===== config.mk =====
export PLATFORM = sky130hd
export DESIGN_NAME = esc_shift_chain
export DESIGN_NICKNAME = d
export VERILOG_FILES = /design/src/logic/esc_pkg.sv /design/src/logic/esc_shift_chain.sv /design/src/logic/esc_edge_det.sv
export SDC_FILE = /design/constraint.sdc
export NUM_CORES = 1
export LEC_CHECK = 0
export ABC_AREA = 1
export BUFFER_PORTS_ARGS = -buffer_cell sky130_fd_sc_hd__buf_2
export CORE_UTILIZATION = 46
export DETAILED_ROUTE_END_ITERATION = 7
export GPL_TIMING_DRIVEN = 1
export PLACE_DENSITY = 0.69
export SETUP_SLACK_MARGIN = 0.1
export SYNTH_ARGS = -nofsm -noshare
export SYNTH_HDL_FRONTEND = slang
export SYNTH_HIERARCHICAL = 1
export SYNTH_SLANG_ARGS = --single-unit

===== constraint.sdc =====
create_clock -name clk -period 1.2 [get_ports clk]
set_clock_uncertainty 0.15 [all_clocks]
set_input_delay 0.18 -clock clk [delete_from_list [all_inputs] [get_ports clk]]
set_output_delay 0.18 -clock clk [all_outputs]
set_load 0.05 [all_outputs]

===== src/logic/esc_pkg.sv =====
// Shared constants and types for the eight-bit shift chain function unit.
// Assumes one clock domain; all users reference items as esc_pkg::name.
package esc_pkg;

   // Chain geometry: eight bits per chain, at most four chains, 32 bits in all.
   localparam int CHAIN_BITS = 8;
   localparam int MAX_CHAINS = 4;
   localparam int TOTAL_BITS = 32;
   localparam int IDX_W      = 2;
   localparam int SEL_W      = 3;

   // Bit positions of the entry stages (FIRST_POS is bit 1, LAST_POS is bit 8).
   localparam int FIRST_POS = 0;
   localparam int LAST_POS  = 7;

   // Reset values.
   localparam logic [7:0] CHAIN_RST = 8'h00;
   localparam logic       SEL_RST   = 1'h0;

   // Direction encodings of the shift sense input.
   localparam logic DIR_UP   = 1'h0;
   localparam logic DIR_DOWN = 1'h1;

   // Configuration fixed at programming time.
   typedef struct packed {
      logic [1:0] chainIdx;
      logic [2:0] bitSel;
      logic       retainEn;
   } esc_cfg_t;

   localparam esc_cfg_t CFG_RST = '{chainIdx: 2'h0, bitSel: 3'h0, retainEn: 1'h0};

   // Inputs from the surrounding program logic.
   typedef struct packed {
      logic strobe;
      logic sense;
      logic data;
      logic wipe;
   } esc_ctl_t;

   // Operating modes of the function unit.
   typedef enum logic [1:0] {
      ESC_PROG    = 2'b00,
      ESC_RUN     = 2'b01,
      ESC_RESTORE = 2'b10
   } esc_mode_t;

endpackage


===== src/logic/esc_shift_chain.sv =====
// Eight-bit shift chain function unit with configurable output tap and retention.
// Assumes program logic on the same clock drives the control inputs, and that a
// power-restore pulse marks the first cycle after supply returns.
//
// Contract
// Each strobe rising edge samples data and shifts the chain exactly once; the code shifts only in run mode and not in a power-restore pulse cycle.
// Strobe falling edges leave chain and output untouched.
// Sense level at the edge picks direction: 0 up, 1 down.
// Up: data enters bit 1, each bit moves up, old bit 8 lost.
// Down: data enters bit 8, each bit moves down, old bit 1 lost.
// A wipe rising edge clears all eight chain bits; the code clears on it only in run mode and not in a power-restore pulse cycle.
// Output always shows the configured chain bit of the configured chain index.
// At most 32 chain bits overall, eight per chain.
// No more than four chains exist in one program.
// With retention on, every chain bit survives a power failure.
// With retention off, the chain restarts cleared after a power failure.
// Chain index and tap are set only while programming, never at run time.
// Wipe and strobe edges together: clear wins, no shift.
`timescale 1ns/10ps
module esc_shift_chain #(
   parameter int CHAIN_BITS = esc_pkg::CHAIN_BITS,
   parameter int CHAIN_SLOT = 1
) (
   // Clock and reset.
   input  wire logic              clk,
   input  wire logic              rst,
   // Program logic inputs.
   input  wire esc_pkg::esc_ctl_t ctl,
   // Mode and power events.
   input  wire logic              progMode,
   input  wire logic              powerRestore,
   // Programming-time configuration.
   input  wire esc_pkg::esc_cfg_t cfgIn,
   input  wire logic              cfgLoad,
   // Results.
   output logic [7:0]             chainBits,
   output logic                   selBit,
   output logic [1:0]             cfgIdx,
   output logic                   running
);

   ////////////////////////////////////////////////////////////////////////////
   // Elaboration checks.

   // The tap selector is three bits wide, so only an eight-bit chain can be served.
   if (CHAIN_BITS != esc_pkg::CHAIN_BITS) begin : g_bits_chk
      $error("Chain width must be eight bits.");
   end
   if (CHAIN_BITS * esc_pkg::MAX_CHAINS != esc_pkg::TOTAL_BITS) begin : g_total_chk
      $error("Chains must add up to 32 bits.");
   end
   if (CHAIN_SLOT < 1 || CHAIN_SLOT > esc_pkg::MAX_CHAINS) begin : g_slot_chk
      $error("Chain slot must lie in 1 to 4.");
   end

   ////////////////////////////////////////////////////////////////////////////
   // Helper functions.

   // One shift step in the chosen direction.
   function automatic logic [7:0] shiftStep(input logic [7:0] cur,
                                            input logic       dir,
                                            input logic       din);
      logic [7:0] res;
      if (dir == esc_pkg::DIR_UP) begin
         res = {cur[6:0], din};
      end else begin
         res = {din, cur[7:1]};
      end
      return res;
   endfunction

   // Picks the tapped bit.
   function automatic logic tapBit(input logic [7:0] cur, input logic [2:0] sel);
      return cur[sel];
   endfunction

   ////////////////////////////////////////////////////////////////////////////
   // Edge detection.

   logic [1:0] rise;
   logic       strobeRise;
   logic       wipeRise;

   // Strobe and wipe share one detector; falling edges produce nothing.
   esc_edge_det #(
      .W (2)
   ) u_edge (
      .clk   (clk),
      .rst   (rst),
      .level ({ctl.wipe, ctl.strobe}),
      .rise  (rise)
   );

   // Named views of the two edge bits.
   assign strobeRise = rise[0];
   assign wipeRise   = rise[1];

   ////////////////////////////////////////////////////////////////////////////
   // Mode and chain state.

   esc_pkg::esc_mode_t modeQ;
   esc_pkg::esc_mode_t modeD;
   logic [7:0]         chainQ;
   logic [7:0]         chainD;
   logic               selBitQ;
   logic               selBitD;
   logic               runD;
   logic               runQ;
   esc_pkg::esc_cfg_t  cfgQ;
   esc_pkg::esc_cfg_t  cfgD;

   // Next mode and chain; a power-restore pulse overrides any edge in its cycle,
   // since program logic has not yet produced a valid cycle then.
   always_comb begin
      modeD  = modeQ;
      chainD = chainQ;
      unique case (modeQ)
         esc_pkg::ESC_PROG: begin
            if (!progMode) begin
               modeD = esc_pkg::ESC_RUN;
            end
         end
         esc_pkg::ESC_RUN: begin
            if (progMode) begin
               modeD = esc_pkg::ESC_PROG;
            end
            if (wipeRise) begin
               chainD = esc_pkg::CHAIN_RST;
            end else if (strobeRise) begin
               chainD = shiftStep(chainQ, ctl.sense, ctl.data);
            end
         end
         esc_pkg::ESC_RESTORE: begin
            modeD = progMode ? esc_pkg::ESC_PROG : esc_pkg::ESC_RUN;
         end
         default: begin
            modeD = esc_pkg::ESC_PROG;
         end
      endcase
      if (powerRestore) begin
         modeD = esc_pkg::ESC_RESTORE;
         if (cfgQ.retainEn) begin
            chainD = chainQ;
         end else begin
            chainD = esc_pkg::CHAIN_RST;
         end
      end
      selBitD = tapBit(chainD, cfgD.bitSel);
      runD    = (modeD == esc_pkg::ESC_RUN);
   end

   // Registers for mode, chain and the tapped output.
   always_ff @(posedge clk) begin
      if (rst) begin
         modeQ   <= esc_pkg::ESC_PROG;
         chainQ  <= esc_pkg::CHAIN_RST;
         selBitQ <= esc_pkg::SEL_RST;
         runQ    <= 1'h0;
      end else begin
         modeQ   <= modeD;
         chainQ  <= chainD;
         selBitQ <= selBitD;
         runQ    <= runD;
      end
   end

   ////////////////////////////////////////////////////////////////////////////
   // Configuration.

   // Configuration is only taken while programming; run-time loads are ignored
   // so a running program can never retarget the tap.
   always_comb begin
      cfgD = cfgQ;
      if (modeQ == esc_pkg::ESC_PROG && cfgLoad) begin
         cfgD = cfgIn;
      end
   end

   // Configuration register.
   always_ff @(posedge clk) begin
      if (rst) begin
         cfgQ <= esc_pkg::CFG_RST;
      end else begin
         cfgQ <= cfgD;
      end
   end

   ////////////////////////////////////////////////////////////////////////////
   // Outputs, all straight from flip-flops.

   assign chainBits = chainQ;
   assign selBit    = selBitQ;
   assign cfgIdx    = cfgQ.chainIdx;
   assign running   = runQ;

   ////////////////////////////////////////////////////////////////////////////
   // Assertions.

   logic shiftOnly;

   // A clean shift cycle: running, strobe edge, no wipe, no power event.
   assign shiftOnly = (modeQ == esc_pkg::ESC_RUN) && strobeRise && !wipeRise && !powerRestore;

   // Without a strobe edge, wipe or power event the chain holds still.
   property p_one_shift;
      @(posedge clk) disable iff (rst)
      (!strobeRise && !wipeRise && !powerRestore) |=> $stable(chainQ);
   endproperty
   a_one_shift: assert property (p_one_shift) else $error("Chain moved without a strobe edge.");

   // A falling strobe alone changes neither chain nor output.
   property p_fall_ignored;
      @(posedge clk) disable iff (rst)
      ($fell(ctl.strobe) && !wipeRise && !powerRestore && !cfgLoad) |=> ($stable(chainQ) && $stable(selBitQ));
   endproperty
   a_fall_ignored: assert property (p_fall_ignored) else $error("Falling strobe edge had an effect.");

   // Upward shift places data at bit 1 and moves the rest up by one.
   property p_shift_up;
      @(posedge clk) disable iff (rst)
      (shiftOnly && ctl.sense == esc_pkg::DIR_UP)
         |=> (chainQ[7:1] == $past(chainQ[6:0])) && (chainQ[0] == $past(ctl.data));
   endproperty
   a_shift_up: assert property (p_shift_up) else $error("Upward shift went wrong.");

   // Downward shift places data at bit 8 and moves the rest down by one.
   property p_shift_down;
      @(posedge clk) disable iff (rst)
      (shiftOnly && ctl.sense == esc_pkg::DIR_DOWN)
         |=> (chainQ[6:0] == $past(chainQ[7:1])) && (chainQ[7] == $past(ctl.data));
   endproperty
   a_shift_down: assert property (p_shift_down) else $error("Downward shift went wrong.");

   // The sense level alone decides which end the data enters.
   property p_dir_select;
      @(posedge clk) disable iff (rst)
      shiftOnly |=> (($past(ctl.sense) ? chainQ[7] : chainQ[0]) == $past(ctl.data));
   endproperty
   a_dir_select: assert property (p_dir_select) else $error("Direction did not follow sense.");

   // A wipe edge while running empties the chain and, with no strobe, keeps it empty.
   property p_wipe;
      @(posedge clk) disable iff (rst)
      (modeQ == esc_pkg::ESC_RUN && wipeRise && !powerRestore)
         ##1 (!strobeRise && !powerRestore) |-> ##1 (chainQ == esc_pkg::CHAIN_RST);
   endproperty
   a_wipe: assert property (p_wipe) else $error("Wipe did not clear the chain.");

   // Wipe and strobe edges together end with a cleared chain.
   property p_wipe_wins;
      @(posedge clk) disable iff (rst)
      (modeQ == esc_pkg::ESC_RUN && wipeRise && strobeRise && !powerRestore)
         |=> (chainQ == esc_pkg::CHAIN_RST);
   endproperty
   a_wipe_wins: assert property (p_wipe_wins) else $error("Strobe beat a simultaneous wipe.");

   // The output always matches the tapped chain bit.
   property p_tap;
      @(posedge clk) disable iff (rst)
      selBitQ == chainQ[cfgQ.bitSel];
   endproperty
   a_tap: assert property (p_tap) else $error("Output does not match tapped bit.");

   // A retentive unit keeps every chain bit across a power restore.
   property p_retain;
      @(posedge clk) disable iff (rst)
      (powerRestore && cfgQ.retainEn) |=> (chainQ == $past(chainQ));
   endproperty
   a_retain: assert property (p_retain) else $error("Retained chain was altered.");

   // A volatile unit restarts from an empty chain after power returns.
   property p_volatile;
      @(posedge clk) disable iff (rst)
      (powerRestore && !cfgQ.retainEn) |=> (chainQ == esc_pkg::CHAIN_RST) && (modeQ == esc_pkg::ESC_RESTORE);
   endproperty
   a_volatile: assert property (p_volatile) else $error("Volatile chain was not restarted.");

   // Configuration stays frozen outside programming mode for two cycles at least.
   property p_cfg_frozen;
      @(posedge clk) disable iff (rst)
      (modeQ != esc_pkg::ESC_PROG) [*2] |=> $stable(cfgQ);
   endproperty
   a_cfg_frozen: assert property (p_cfg_frozen) else $error("Configuration changed at run time.");

   // A load during programming is taken on the next edge.
   property p_cfg_load;
      @(posedge clk) disable iff (rst)
      (modeQ == esc_pkg::ESC_PROG && cfgLoad) |=> (cfgQ == $past(cfgIn)) && (cfgIdx == $past(cfgIn.chainIdx));
   endproperty
   a_cfg_load: assert property (p_cfg_load) else $error("Programming load was lost.");

   // The last stage sits at the top of the eight-bit port, so a downward shift lands there.
   property p_width;
      @(posedge clk) disable iff (rst)
      (shiftOnly && ctl.sense == esc_pkg::DIR_DOWN) |=> (chainBits[esc_pkg::LAST_POS] == $past(ctl.data));
   endproperty
   a_width: assert property (p_width) else $error("Chain width is not eight.");

   // The running flag matches the registered mode in the same cycle.
   property p_running;
      @(posedge clk) disable iff (rst)
      running == (modeQ == esc_pkg::ESC_RUN);
   endproperty
   a_running: assert property (p_running) else $error("Running flag disagrees with mode.");

endmodule


===== src/logic/esc_edge_det.sv =====
// Rising edge detector for a group of same-domain control levels.
// Assumes the levels come from logic on the same clock, so no synchroniser.
`timescale 1ns/10ps
module esc_edge_det #(
   parameter int W = 2
) (
   // Clock and reset.
   input  wire logic         clk,
   input  wire logic         rst,
   // Levels and their rising edges.
   input  wire logic [W-1:0] level,
   output logic      [W-1:0] rise
);

   logic [W-1:0] prev_q;
   logic [W-1:0] prev_d;

   // Falling edges are deliberately ignored: only 0 to 1 counts.
   always_comb begin
      prev_d = level;
      rise   = level & ~prev_q;
   end

   // History starts low, so a level already high at reset counts as an edge.
   always_ff @(posedge clk) begin
      if (rst) begin
         prev_q <= '0;
      end else begin
         prev_q <= prev_d;
      end
   end

endmodule


After elaboration in Yosys (flattened, before gate mapping)
Index checks and enable logic that the tools add are counted.
{"block": "op_classes", "n_mux": 14, "eq_ne": 3, "reduce_logical": 2, "bitwise": 2, "magnitude_cmp": 1}
{"operator": "$mux 8", "count": 6}
{"operator": "$mux 2", "count": 3}
{"operator": "$pmux 2 s3", "count": 1}
{"operator": "$eq 2x1->1 const B", "count": 2}
{"operator": "$lt 3x4->1 const B", "count": 1}
{"operator": "$mux 4", "count": 1}
{"operator": "$bmux 1 s3", "count": 1}
{"operator": "$and 2x2->2", "count": 1}
{"operator": "$eq 2x2->1 const B", "count": 1}
{"operator": "$logic_not 2->1", "count": 1}
{"operator": "$mux 1", "count": 2}
{"operator": "$not 2->2", "count": 1}
{"operator": "$logic_and 1x1->1", "count": 1}
{"block": "totals", "inputBits": 15, "register_bits": 20, "out_inout_bits": 12, "wordCells": 30}

Logic depth before layout (Yosys ltp)
{"block": "depth", "ltp_word": 8, "depth_mapped": 12, "depth_no_buf": 11}

By module
Netlist, hierarchy kept.
{"mod": "esc_shift_chain", "area_each_um2": 999.7, "cells_per_inst": 162, "n_inst": 1, "seq_area_each_um2": 360.3}
{"mod": "esc_edge_det", "area_each_um2": 62.6, "cells_per_inst": 8, "n_inst": 1, "seq_area_each_um2": 40.0}

Worst setup path before layout
No wires, ideal clock.
{"block": "synth_path", "path_type": "register to register", "start": "register chainQ[3] (netlist: chainBits[3])", "end": "register selBitQ (netlist: selBit)", "path_buffers": 0, "path_slack_ns": -0.270, "period_less_slack_ns": 1.470, "setup_ns": 0.058, "stages_incl_launch_ff": 11, "arrival_ns": 1.262, "required_ns": 0.992, "cell_sequence": "dfxtp_1 > nand2_1 > nand3_1 > nand2_1 > nand2_1 > nand2_1 > nand3_1 > nand3_1 > nand2_1 > nand2_1 > nand2_1"}
{"block": "synth_between", "elab_chain_len": 7, "elab_cells_between_ends": 8, "classes_between": "mux: 8"}
{"item": "start, declared", "line_no": "esc_shift_chain.sv:103", "rtl": "logic [7:0] chainQ;"}
{"item": "start signal, assigned", "line_no": "esc_shift_chain.sv:156", "rtl": "chainQ <= esc_pkg::CHAIN_RST;"}
{"item": "start signal, assigned", "line_no": "esc_shift_chain.sv:161", "rtl": "chainQ <= chainD;"}
{"item": "$mux 8", "line_no": "esc_shift_chain.sv:64", "rtl": "if (dir == esc_pkg::DIR_UP) begin"}
{"item": "$mux 8", "line_no": "esc_shift_chain.sv:129", "rtl": "end else if (strobeRise) begin"}
{"item": "$mux 8", "line_no": "esc_shift_chain.sv:127", "rtl": "if (wipeRise) begin"}
{"item": "$mux 8", "line_no": "esc_shift_chain.sv:117", "rtl": "unique case (modeQ)"}
{"item": "$mux 8 *", "line_no": "esc_shift_chain.sv:140", "rtl": "if (powerRestore) begin"}
{"item": "$bmux 1 s3 *", "line_no": "esc_shift_chain.sv:74", "rtl": "return cur[sel];"}
{"item": "$mux 1 (implied by the code) *", "line_no": "esc_shift_chain.sv:74"}
{"item": "end signal, assigned", "line_no": "esc_shift_chain.sv:157", "rtl": "selBitQ <= esc_pkg::SEL_RST;"}
{"item": "end signal, assigned", "line_no": "esc_shift_chain.sv:162", "rtl": "selBitQ <= selBitD;"}
{"item": "end, declared", "line_no": "esc_shift_chain.sv:105", "rtl": "logic selBitQ;"}
Mark *: on every way between the ends. The rest lies on a longest branch, timed or not. The select of a mux whose other input is x is not followed.
A chain may end at the register's enable or synchronous reset.

Worst setup path after layout
{"block": "layout_path", "start": "register modeQ[0]", "end": "register selBitQ (netlist: selBit)"}
{"block": "layout_between", "elab_chain_len": 5, "elab_cells_between_ends": 8, "classes_between": "eq/ne: 1; mux: 5; reduce/logical: 2"}
{"item": "start, declared", "line_no": "esc_shift_chain.sv:101", "rtl": "esc_pkg::esc_mode_t modeQ;"}
{"item": "start signal, assigned", "line_no": "esc_shift_chain.sv:155", "rtl": "modeQ <= esc_pkg::ESC_PROG;"}
{"item": "start signal, assigned", "line_no": "esc_shift_chain.sv:160", "rtl": "modeQ <= modeD;"}
{"item": "$eq 2x1->1 or $logic_not 2->1 (tied branches)", "line_no": "esc_shift_chain.sv:117, esc_shift_chain.sv:174"}
{"item": "$mux 8 or $logic_and 1x1->1 (tied branches)", "line_no": "esc_shift_chain.sv:117, esc_shift_chain.sv:174"}
{"item": "$mux 8 or $mux 4 (tied branches)", "line_no": "esc_shift_chain.sv:140, esc_shift_chain.sv:174"}
{"item": "$bmux 1 s3 *", "line_no": "esc_shift_chain.sv:74"}
{"item": "$mux 1 (implied by the code) *", "line_no": "esc_shift_chain.sv:74"}
Marked as above.

==> metrics.cfg <==
[run_status]
status = finished, violations left
failed_checks = negative hold slack, negative setup slack

[grt]
antenna_found_initial = 0
grt.overflow.total = 0
grt_max_degree = 21
grt_pass1_vias = 1253
grt_use_total = 0.300
grt_pass1_wl_um = 5550

[synthesis]
ys.flop_type = dfxtp_1
yosysWarnings = 6
synth-seq-area-share = 0.377
synth_top_area_share = 0.377
synth.most_common_cell = nand2_1
syn-num-nets = 185
synth-edff-count = 0
syn_inst = 170
yosysTopAreaCell = dfxtp_1
synth_area_leaders = dfxtp_1 38%, nand2_1 22%, nand3_1 9.4%
synth-seq-cells = 20
syn_area_mm2 = 0.00106
synth.distinct_cells = 16
async_flop_share = 0
syn_avg_cell_area_um2 = 6.25
synthTopCellsByCount = 62 x nand2_1, 20 x dfxtp_1, 20 x nand3_1, 19 x a21oi_1, 16 x inv_1

[detailed_routing]
first_iter_violations = 45
via_per_inst = 5.21
drc = 0
wl_per_cell_um = 14.8
ant_nets = 0
via_count = 1343
drt-total-wl_um = 3830
drtPass1Iterations = 4

[setup_path]
cp.arrival_ns = 1.63
end_kind = register
critPathLaunch = modeQ[0]
cp_max_fo = 6
reg2reg_depth = 11
cp-endpoint = selBit
ff2ff_setup_slack_ns = -0.33
r2r-end = selBit
worstPathRequired_ns = 1.30
critPathLaunchType = register
rr_startpoint = modeQ[0]
worst-setup-path-type = register to register

[layout]
diodes = 0
final_nets = 246
stdcell_count = 258
areaGrowthSynthToFinish_pct = 72.9
fin_util = 0.838
fin_area_mm2 = 0.00184
drive_gt1_frac = 0.500

[pwr]
clockPowerShare = 0.337
power.share.sequential = 0.402
netSwitchingFraction = 0.295
p_sw_mw = 0.517
combPwrFrac = 0.262
ir_drop_mv = 0.891
powerDensity_mw_per_mm2 = 954
internal_power_mw = 1.24
p_leak_nw = 0.818

[timing]
drv_slew = 0
setup_ws_ns = -0.331
whs_ns = -0.150
worstMarginPinSlew_ns = 0.448
finalHoldViolations = 2
post-route-min-period_ns = 1.53
maxClockFrequency_mhz = 653
relSlewSlack = 0.694
period_share = 1.28
rsz0062_at_grt = true
finalSetupViolCount = 18

[clock_tree]
numCtsBuffers = 3
cts_tree = done
clockBufferDepth = 2
cts.sinks = 20
ctsHtreeMaxLevel = 1
clk_pin_slew_worst_paths_ns = 0.14
cts_root_buf = clkbuf_4
postCtsHoldBufs = 5
insertion_delay_ns = 0.33

[floorplan]
die_area_mm2 = 0.00251
die_h_um = 50.1
design.portCount = 27
core_area_mm2 = 0.00219
rows = 17
initial_utilization = 0.485
die_x_um = 50.1

[placement]
place.gp.congestion = 0.839
hpwl_um = 2110
dp.cells = 237
place_area_mm2 = 0.00140
io_buffer_count = 26

[run]
maxCapViolCount = 0

[min_path]
min_path_type = primary input to register

-- worst min-delay path by stage --
stage	startpoint	end	slack, ns	depth (start not counted)
4_1_cts	progMode	modeQ[0]	-0.13	2
6_report	progMode	modeQ[0]	-0.15	2
3_5_place_dp	progMode	modeQ[0]	0.22	2
2_1_floorplan	rst	u_edge/prev_q[0]	0.10	1
5_1_grt	progMode	modeQ[0]	-0.13	2
3_3_place_gp	progMode	modeQ[0]	0.21	2
-- cell families (layout without fill, tap and decap cells) --
logic type / Yosys count / after routing / share of synthesized area
compound gates: 24 / 24 / 0.124
buf+inv: 31 / 91 / 0.119
flops: 20 / 20 / 0.377
simple gates: 95 / 95 / 0.380
-- cells in the final DEF, fill, tap and decap left out, drive strengths merged --
master / synthesis / routed
nand3: 22 / 22
o21ai: 3 / 3
inv: 24 / 24
buf: 4 / 58
bufinv: 0 / 1
nor2: 11 / 11
dlygate4sd3: 0 / 5
a2111oi: 2 / 2
a21oi: 19 / 19
dfxtp: 20 / 20
nand2: 62 / 62
clkbuf: 3 / 3
-- power groups by stage --
stage / clock, mW / combinational (mW) / sequential [mW]
4_1_cts: 0.572 / 0.381 / 0.703
6_report: 0.590 / 0.458 / 0.704
2_1_floorplan: 0 / 0.181 / 0.746
3_3_place_gp: 0 / 0.299 / 0.718
5_1_grt: 0.586 / 0.491 / 0.706
3_5_place_dp: 0 / 0.308 / 0.719
-- critical path: stages, from the launching register on --
cell	delay [ns]
dfxtp_2	0.36
inv_4	0.07
nand3_4	0.13
nand2_4	0.11
o21ai_4	0.06
buf_12	0.14
inv_4	0.08
nand3_2	0.08
nand3_1	0.10
nand2_2	0.06
nand2_1	0.05
nand2_1	0.05
-- routing by layer --
metal / global-route usage / up-vias / routed length [um]
met3: 0.0185 / 5 / 191
met5: 0 / - / 0
met1: 0.368 / 638 / 1570
met4: 0.100 / 0 / 50
li1: - / 653 / -
met2: 0.544 / 47 / 2020
-- state kept, by name, summed over array words and instances (netlist names) --
register / cells
u_edge/prev_q: 2
cfgQ: 4
selBit: 1
chainBits: 8
cfgIdx: 2
modeQ: 2
running: 1
-- through the flow --
step | setup TNS [ns] | setup slack, ns | power [mW]
after global routing | -4.10 | -0.415 | 1.78
after detailed placement | -1.98 | -0.291 | 1.03
final | -3.15 | -0.331 | 1.75
after global placement | -1.59 | -0.241 | 1.02
after CTS | -2.26 | -0.247 | 1.66
after floorplan | -0.131 | -0.131 | 0.927
-- cell type report --
type / count / area [um^2]
clock buffer: 3 / 22.5
clock inverter: 1 / 30.0
fill: 126 / 354
inverter: 24 / 95.1
multi-input combinational: 119 / 662
sequential: 20 / 428
tap: 28 / 35.0
timing repair buffer: 63 / 564
-- what timing repair did --
action	4_1_cts	5_1_grt
gates cloned	1	0
resized for setup	57	16
pin swaps	9	7
buffers inserted	6	5
hold endpoints to repair	7	2
setup endpoints to repair	26	29
(Power assumes the default switching activity.)
